<file path="config.mk">
export PLATFORM = sky130hd
export DESIGN_NAME = csr_regs
export DESIGN_NICKNAME = d
export VERILOG_FILES = /design/src/design/csr_pkg.sv /design/src/design/csr_hold_counter.sv /design/src/design/csr_regs.sv
export SDC_FILE = /design/constraint.sdc
export NUM_CORES = 1
export LEC_CHECK = 0
export BUFFER_PORTS_ARGS = -buffer_cell sky130_fd_sc_hd__buf_2
export CORE_MARGIN = 4
export CORE_UTILIZATION = 43
export CTS_CLUSTER_SIZE = 28
export DETAILED_ROUTE_END_ITERATION = 8
export PLACE_DENSITY = 0.8
export SYNTH_ARGS = -nofsm -noshare
export SYNTH_HDL_FRONTEND = slang
export SYNTH_HIERARCHICAL = 1
export SYNTH_SLANG_ARGS = --single-unit
</file>
<file path="constraint.sdc">
create_clock -name i_clock -period 1.41 [get_ports i_clock]
set_input_delay 0.141 -clock i_clock [delete_from_list [all_inputs] [get_ports i_clock]]
set_output_delay 0.141 -clock i_clock [all_outputs]
set_load 0.1 [all_outputs]
</file>
<file path="src/design/csr_pkg.sv">
// Constants shared by the capability and soft reset register block.
// Assumes a 200 MHz core clock and 8-bit register addresses from the
// control command decoder.
package csr_pkg;

    // =====================================================================
    // Register map
    // =====================================================================
    localparam int          ADDR_W          = 8;
    localparam int          DATA_W          = 32;
    localparam logic [7:0]  ADDR_CAPABILITY = 8'h02;
    localparam logic [7:0]  ADDR_SOFT_RESET = 8'h03;

    // =====================================================================
    // Capability fields
    // =====================================================================
    localparam int          FRAME_TIMESTAMP_CAPABLE_BIT        = 6;
    localparam int          ADDR_INCR_DISABLE_CAPABLE_BIT        = 5;
    localparam int          CHUNK_SEQUENCE_RETRY_CAPABLE_BIT        = 4;
    localparam int          MIN_CHUNK_PAYLOAD_CODE_LSB      = 0;
    localparam logic        FRAME_TIMESTAMP_CAPABLE_VALUE      = 1'b1;
    localparam logic        ADDR_INCR_DISABLE_CAPABLE_VALUE      = 1'b0;
    localparam logic        CHUNK_SEQUENCE_RETRY_CAPABLE_VALUE      = 1'b0;
    localparam logic [2:0]  MIN_CHUNK_PAYLOAD_CODE_VALUE    = 3'h3;
    localparam logic [31:0] CAP_VALUE       =
        (32'(FRAME_TIMESTAMP_CAPABLE_VALUE) << FRAME_TIMESTAMP_CAPABLE_BIT) |
        (32'(ADDR_INCR_DISABLE_CAPABLE_VALUE) << ADDR_INCR_DISABLE_CAPABLE_BIT) |
        (32'(CHUNK_SEQUENCE_RETRY_CAPABLE_VALUE) << CHUNK_SEQUENCE_RETRY_CAPABLE_BIT) |
        (32'(MIN_CHUNK_PAYLOAD_CODE_VALUE) << MIN_CHUNK_PAYLOAD_CODE_LSB);

    // =====================================================================
    // Soft reset register
    // =====================================================================
    localparam int          SOFT_RESET_TRIGGER_BIT     = 0;
    localparam logic [31:0] SOFT_RESET_READ = 32'h0000_0000;
    localparam logic [31:0] READ_ZERO       = 32'h0000_0000;

    // =====================================================================
    // Timing
    // =====================================================================
    localparam int CLOCK_PERIOD_PS  = 5000;
    localparam int CS_MIN_HOLD_NS   = 100;
    localparam int CS_HOLD_CYCLES   =
        (CS_MIN_HOLD_NS * 1000 + CLOCK_PERIOD_PS - 1) / CLOCK_PERIOD_PS;
    localparam int RESET_PULSE_DEF  = 8;

    // =====================================================================
    // Soft reset sequencer states
    // =====================================================================
    typedef enum logic [1:0] {
        CSR_IDLE,
        CSR_ARMED,
        CSR_RESETTING
    } csr_state_t;

endpackage

</file>
<file path="src/design/csr_hold_counter.sv">
// Saturating cycle counter that flags when a limit has been reached.
// Assumes one clock and an asynchronous active-low reset.
`timescale 1ns/1ps
`default_nettype none

module csr_hold_counter #(
    parameter int LIMIT = 20
) (
    // Clock and reset.
    input  wire logic i_clock,
    input  wire logic i_resetn,
    // Control.
    input  wire logic i_clear,
    input  wire logic i_count,
    // Status.
    output logic      o_reached
);
    localparam int WIDTH = $clog2(LIMIT + 1);
    localparam logic [WIDTH-1:0] LIM = WIDTH'(LIMIT);
    localparam logic [WIDTH-1:0] ONE = WIDTH'(1);

    // Elaboration check: a zero limit would leave the flag stuck high.
    if (LIMIT < 1) begin : g_limit_check
        $error("csr_hold_counter LIMIT must be at least 1.");
    end

    logic [WIDTH-1:0] count;
    logic [WIDTH-1:0] next_count;

    // Clear wins; counting stops at the limit so it cannot wrap.
    always_comb begin
        next_count = count;
        if (i_clear) begin
            next_count = '0;
        end else if (i_count && (count < LIM)) begin
            next_count = count + ONE;
        end
    end

    // Register the count.
    always_ff @(posedge i_clock or negedge i_resetn) begin
        if (!i_resetn) begin
            count <= '0;
        end else begin
            count <= next_count;
        end
    end

    assign o_reached = (count >= LIM);

endmodule

`default_nettype wire

</file>
<file path="src/design/csr_regs.sv">
// Capability register and software reset sequencer of the MAC-PHY
// register map, reached through control command word accesses.
// Assumes a command decoder that presents one word access per pulse while
// chip select is low, all inputs synchronous to i_clock.
`timescale 1ns/1ps
`default_nettype none

module csr_regs #(
    parameter int RESET_PULSE_CYCLES = csr_pkg::RESET_PULSE_DEF
) (
    // Clock and reset.
    input  wire logic        i_clock,
    input  wire logic        i_resetn,
    // Serial interface framing.
    input  wire logic        i_cs_n,
    // Control command start.
    input  wire logic        i_cmd_start,
    input  wire logic [7:0]  i_cmd_addr,
    input  wire logic        i_addr_incr_disable_flag,
    // Word accesses.
    input  wire logic        i_word_wr,
    input  wire logic [31:0] i_word_wdata,
    input  wire logic        i_word_rd,
    output logic [31:0]      o_word_rdata,
    output logic             o_word_rvalid,
    // Configuration status.
    input  wire logic        i_sync_set,
    input  wire logic        i_reset_complete_clear,
    output logic             o_config_sync_flag,
    output logic             o_reset_complete_flag,
    output logic             o_interrupt_request_pin_n,
    // Device-wide reset.
    output logic             o_device_reset_n
);
    // Elaboration check: the pulse counter needs a limit of at least one.
    if (RESET_PULSE_CYCLES < 2) begin : g_pulse_check
        $error("RESET_PULSE_CYCLES must be at least 2.");
    end

    localparam logic [7:0] ADDR_ONE = 8'h01;

    // =====================================================================
    // Word address pointer and read path
    // =====================================================================
    logic [7:0]  ptr;
    logic [7:0]  next_ptr;
    logic [31:0] next_rdata;
    logic        next_rvalid;
    logic        busy;

    // The disable request is accepted on the port but deliberately not
    // honoured, because the capability says increment cannot be turned off.
    always_comb begin
        next_ptr    = ptr;
        next_rdata  = o_word_rdata;
        next_rvalid = 1'b0;
        if (busy) begin
            next_ptr = '0;
        end else if (i_cmd_start) begin
            next_ptr = i_cmd_addr;
        end else if (i_word_wr || i_word_rd) begin
            next_ptr = ptr + ADDR_ONE;
        end
        if (!busy && !i_cmd_start && i_word_rd) begin
            next_rvalid = 1'b1;
            case (ptr)
                csr_pkg::ADDR_CAPABILITY:
                    next_rdata = csr_pkg::CAP_VALUE;
                csr_pkg::ADDR_SOFT_RESET:
                    next_rdata = csr_pkg::SOFT_RESET_READ;
                default:
                    next_rdata = csr_pkg::READ_ZERO;
            endcase
        end
    end

    // Register pointer and read data.
    always_ff @(posedge i_clock or negedge i_resetn) begin
        if (!i_resetn) begin
            ptr           <= '0;
            o_word_rdata  <= '0;
            o_word_rvalid <= 1'b0;
        end else begin
            ptr           <= next_ptr;
            o_word_rdata  <= next_rdata;
            o_word_rvalid <= next_rvalid;
        end
    end

    // =====================================================================
    // Soft reset sequencer
    // =====================================================================
    csr_pkg::csr_state_t state;
    csr_pkg::csr_state_t next_state;
    logic                hold_ok;
    logic                pulse_done;
    logic                reset_req;

    // Writes to the capability address fall through and change nothing.
    assign reset_req = !busy && !i_cmd_start && i_word_wr && !i_cs_n &&
                       (ptr == csr_pkg::ADDR_SOFT_RESET) &&
                       i_word_wdata[csr_pkg::SOFT_RESET_TRIGGER_BIT];
    assign busy = (state == csr_pkg::CSR_RESETTING);

    // Chip select low time is measured so a too-short frame cannot fire.
    csr_hold_counter #(
        .LIMIT (csr_pkg::CS_HOLD_CYCLES)
    ) u_cs_hold (
        .i_clock   (i_clock),
        .i_resetn  (i_resetn),
        .i_clear   (i_cs_n),
        .i_count   (!i_cs_n),
        .o_reached (hold_ok)
    );

    csr_hold_counter #(
        .LIMIT (RESET_PULSE_CYCLES - 1)
    ) u_pulse (
        .i_clock   (i_clock),
        .i_resetn  (i_resetn),
        .i_clear   (!busy),
        .i_count   (busy),
        .o_reached (pulse_done)
    );

    // The reset is held back until the frame ends, so the command write that
    // requested it completes and its answer reaches the host first.
    always_comb begin
        next_state = state;
        case (state)
            csr_pkg::CSR_IDLE: begin
                if (reset_req) begin
                    next_state = csr_pkg::CSR_ARMED;
                end
            end
            csr_pkg::CSR_ARMED: begin
                if (i_cs_n) begin
                    if (hold_ok) begin
                        next_state = csr_pkg::CSR_RESETTING;
                    end else begin
                        next_state = csr_pkg::CSR_IDLE;
                    end
                end
            end
            csr_pkg::CSR_RESETTING: begin
                if (pulse_done) begin
                    next_state = csr_pkg::CSR_IDLE;
                end
            end
            default: begin
                next_state = csr_pkg::CSR_IDLE;
            end
        endcase
    end

    // Register the sequencer state.
    always_ff @(posedge i_clock or negedge i_resetn) begin
        if (!i_resetn) begin
            state <= csr_pkg::CSR_IDLE;
        end else begin
            state <= next_state;
        end
    end

    // The device reset is a flop so it cannot glitch on state decoding.
    always_ff @(posedge i_clock or negedge i_resetn) begin
        if (!i_resetn) begin
            o_device_reset_n <= 1'b1;
        end else begin
            o_device_reset_n <= (next_state != csr_pkg::CSR_RESETTING);
        end
    end

    // =====================================================================
    // Configuration sync and reset-complete flags
    // =====================================================================
    logic next_sync;
    logic next_reset_complete_flag;

    // Reset wins over the host: a clear in the same cycle is lost.
    always_comb begin
        next_sync   = o_config_sync_flag;
        next_reset_complete_flag = o_reset_complete_flag;
        if (i_sync_set) begin
            next_sync = 1'b1;
        end
        if (i_reset_complete_clear) begin
            next_reset_complete_flag = 1'b0;
        end
        if (busy) begin
            next_sync   = 1'b0;
            next_reset_complete_flag = 1'b1;
        end
    end

    // Power-on reset leaves the flags in their post-reset state directly.
    always_ff @(posedge i_clock or negedge i_resetn) begin
        if (!i_resetn) begin
            o_config_sync_flag    <= 1'b0;
            o_reset_complete_flag <= 1'b1;
        end else begin
            o_config_sync_flag    <= next_sync;
            o_reset_complete_flag <= next_reset_complete_flag;
        end
    end

    assign o_interrupt_request_pin_n = !o_reset_complete_flag;
endmodule

`default_nettype wire

</file>
# After elaboration in Yosys (flattened, before gate mapping)
# Cells that the tools add are included.
# Widths: inputs -> output; s select.
[classes]
n_addsub = 3
magnitude_cmp = 4
n_eq_ne = 6
muxes = 18
reduce_logical = 18
[ops]
columns = ["operator", "n"]
rows = [
  ["$mux 8", 3],
  ["$eq 8x2->1 const B", 2],
  ["$mux 5", 2],
  ["$add 8x1->8 const B", 1],
  ["$logic_and 1x1->1", 8],
  ["$mux 2", 4],
  ["$mux 7", 1],
  ["$mux 3", 2],
  ["$pmux 2 s3", 1],
  ["$reduce_bool 2->1", 3],
  ["$add 5x1->5 const B", 1],
  ["$ge 5x5->1 const B", 1],
  ["$lt 5x5->1 const B", 1],
  ["$mux 1", 5],
  ["$logic_not 1->1", 4],
  ["$add 3x1->3 const B", 1],
  ["$ge 3x3->1 const B", 1],
  ["$lt 3x3->1 const B", 1],
  ["$reduce_bool 3->1", 1],
  ["$eq 2x1->1 const B", 1],
  ["$eq 2x2->1 const B", 1],
  ["$logic_not 2->1", 1],
  ["$ne 2x1->1 const B", 1],
  ["$ne 2x2->1 const B", 1],
  ["$logic_or 1x1->1", 1],
]
[totals]
reg_bits = 54
in_bits = 49
output_inout_bits = 37
elab_cells = 58

# Logic depth before layout (Yosys ltp)
[depth]
depth_word = 10
depth_mapped = 5
mapped_depth_nobuf = 5

# Hierarchy
# Netlist, hierarchy kept.
[by_module_without_submodules]
columns = ["mod", "n_inst", "cells_per_inst", "area_per_inst_um2", "seq_area_each_um2"]
rows = [
  ["csr_regs", 1, 109, 987.2, 377.9],
  ["csr_hold_counter (u_cs_hold)", 1, 29, 275.3, 125.1],
  ["csr_hold_counter (u_pulse)", 1, 14, 158.9, 75.1],
]

# Worst setup path before layout
# No wires, ideal clock.
[synth_timing]
path_kind = "reg-to-reg"
startpoint = "reg, netlist name o_reset_complete_flag"
endpoint = "reg o_reset_complete_flag"
setup_ns = 0.087
t_arrival_ns = 1.661
required_time_ns = 1.323
path_slack_ns = -0.337
path_stages_with_launch = 3
path_buffers = 0
synth_period_minus_slack_ns = 1.747
path_cell_list = "dfstp_2 -> inv_1 -> o21ai_0"
[synth_lines]
columns = ["element", "line", "source"]
rows = [
  ["end signal: assignment", "csr_regs.sv:203", "o_reset_complete_flag <= next_reset_complete_flag;"],
  ["end: declaration", "csr_regs.sv:30", "output logic o_reset_complete_flag,"],
]

# Worst setup path after layout
[layout_timing]
startpoint = "reg o_reset_complete_flag"
endpoint = "out o_interrupt_request_pin_n"
[layout_between]
elab_chain_cells = 1
[layout_lines]
columns = ["element", "line", "source"]
rows = [
  ["$logic_not 1->1", "csr_regs.sv:207", "assign o_interrupt_request_pin_n = !o_reset_complete_flag;"],
  ["end: declaration", "csr_regs.sv:31", "output logic o_interrupt_request_pin_n,"],
]
# Every way passes these cells.

==> impl_metrics.yaml <==
worst_hold_path:
  hold_end: "o_config_sync_flag"
  worstHoldStart: "i_sync_set"
  hold_path_class: "primary input to register"
  holdPathStages: 3
floorplan:
  die_x_um: 65.5
  core_area_mm2: 0.00310
  die-area_mm2: 0.00429
  die_h_um: 65.5
  start_util: 0.458
  pin_count: 86
  rows: 20
final_layout:
  layoutNonFillerInstCount: 224
  layout_common_cells: "29 x conb_1, 21 x buf_2, 19 x dfrtp_1"
  insertedDiodeCount: 0
  fin_nets: 236
  area_delta_synth_final_pct: 10.0
  fin_util: 0.504
  drive_above_1_share: 0.233
  mostFrequentLayoutCell: "conb_1"
synth:
  yosysWarningCount: 6
  synth_seq_cells: 23
  syn_inst: 152
  ys_seq_area_frac: 0.407
  ys.flop_type: "dfrtp_1"
  synth-async-reset-ratio: 1.00
  synth_edf_count: 0
  synth_cell_types: 35
  avgSynthCellArea_um2: 9.35
  synth_area_mm2: 0.00142
clock_network:
  cts.sinks: 23
  insertion_delay_ns: 0.31
  cts_buffers: 3
  cts_buffer_depth: 2
  cts_tree: "done"
  post-cts-setup-buffers: 0
  cts_root_buf: "clkbuf_4"
  h-tree-depth: 1
  cts.clk_slew.worst_paths_ns: 0.13
detailed_routing:
  avgRoutedWirePerCell_um: 11.3
  drt_iter0_drc: 29
  dr.pass1.iters: 4
  ant_nets: 0
  drcViolationCount: 0
  num_vias: 1068
  vias_per_cell: 4.77
  routed_wl_um: 2530
global_route:
  grt_max_degree: 24
  grt_antenna_before_repair: 0
  overflow: 0
  grt_pass1_wl_um: 4050
  grtUsageTotal: 0.123
  grt_pass1_vias: 945
power:
  ir_drop_uv: 528
  cellPowerDensity_mw_per_mm2: 989
  power_uw: 1550
  p_leak_uw: 0.000768
critical_path:
  critPathLaunchType: "register"
  crit_type: "register to primary output"
  r2r_slack_ns: 0.08
  cp_max_fo: 2
  cp-end-kind: "primary output"
  reg2reg_depth: 4
  cp.arrival_ns: 1.25
  r2r_start: "ptr[0]"
  crit_start: "o_reset_complete_flag"
  required_ns: 1.27
  r2r_end: "ptr[6]"
timing:
  max_clock_freq_ghz: 0.717
  final.min_clock_period_ns: 1.39
  setup_viol: 0
  final.setup.tns_ns: 0
  fin_worst_skew_ns: 0.00666
  slew_violations: 0
  whs_ns: 0.0362
  grt_setup_unrepaired: "yes"
  finalCritPeriodShare: 0.989
  hold_violations: 0
run:
  drv_cap: 0
run_status:
  status: "completed"
placed_design:
  port-buffer-count: 24
  dp.cells: 218
  dp_hpwl_um: 1940
  gpl.final_weighted_congestion: 0.805
## metrics by stage
step	instance area [um2]	setup WS [ns]
after floorplan	1540	-0.200
after global placement	1510	0.0766
after detailed placement	1510	0.0658
after CTS	1560	-0.00280
after global routing	1560	-0.0343
final	1560	0.0153
## metal layers
| layer | share of wire | vias up | global-route usage |
|---|---|---|---|
| met1 | 0.42 | 499 | 0.146 |
| met3 | 0.063 | 4 | 0.0359 |
| met5 | 0 | - | 0 |
| met2 | 0.50 | 32 | 0.207 |
| met4 | 0.019 | 0 | 0.0492 |
| li1 | - | 533 | - |
## where the power goes
group / switching [uW] / leakage, uW / internal [uW] / total [uW]
registers: 36.1 / 0.000284 / 693 / 729
clock network: 197 / 0.0000177 / 106 / 303
logic: 440 / 0.000466 / 74.7 / 515
total: 673 / 0.000768 / 873 / 1550
## worst max-delay path by stage
stage                                end  slack [ns]  cells past startpoint
4_1_cts        o_interrupt_request_pin_n      -0.003                      2
2_1_floorplan      o_reset_complete_flag       -0.20                      2
3_3_place_gp                      ptr[6]        0.08                      4
5_1_grt        o_interrupt_request_pin_n       -0.03                      2
6_report       o_interrupt_request_pin_n        0.02                      2
3_5_place_dp                      ptr[6]        0.07                      4
## registers in the layout (all words and copies together), names as in the netlist
register and flops:
o_reset_complete_flag 1, ptr 8, o_config_sync_flag 1, u_pulse/count 3, o_word_rvalid 1, u_cs_hold/count 5
o_device_reset_n 1, o_word_rdata 1, state 2
## final cells by class
class / count / area [um2]
fillers: 301 / 1540
multi-input cells: 114 / 666
flip-flops and latches: 23 / 584
repair buffers: 30 / 194
well taps: 44 / 55.1
inverters: 9 / 37.5
clock buffers: 3 / 22.5
clock inverters: 1 / 5.00
## kinds of logic (layout without fill, tap and decap cells)
group | Yosys count | after routing | synth area share
compound gates | 41 | 41 | 0.173
mux | 3 | 3 | 0.0220
simple gates | 33 | 33 | 0.132
fa+ha+maj | 6 | 6 | 0.0528
buf+inv | 43 | 43 | 0.199
flops | 23 | 23 | 0.407
other cells | 1 | 29 | 0.00264
xor+xnor | 2 | 2 | 0.0123
## Yosys cell counts (all sizes together) (2+ instances only)
master / instances / area (um2)
a21o: 2 / 15.0
a21oi: 9 / 45.0
a31oi: 7 / 43.8
and3: 2 / 12.5
and4b: 2 / 22.5
buf: 33 / 245
dfrtp: 21 / 526
dfstp: 2 / 52.6
ha: 6 / 75.1
inv: 9 / 33.8
mux2i: 2 / 20.0
nand2: 5 / 18.8
nand2b: 3 / 18.8
nand3: 6 / 30.0
nor2: 4 / 15.0
nor3: 2 / 10.0
o2111ai: 2 / 17.5
o21ai: 16 / 83.8
or3: 6 / 38.8
xor2: 2 / 17.5
## worst max-delay path, stage by stage (launching register included)
cell and delay (ns):
dfstp_4 0.67, clkinvlp_4 0.09, buf_6 0.18
## what timing repair did
item / 4_1_cts / 5_1_grt
hold buffers: 2 / 0
endpoints found under the hold margin: 22 / 0
resized for setup: 3 / 1
endpoints found under the setup margin: 2 / 3
Note: power is estimated with default switching activity, not from simulation.
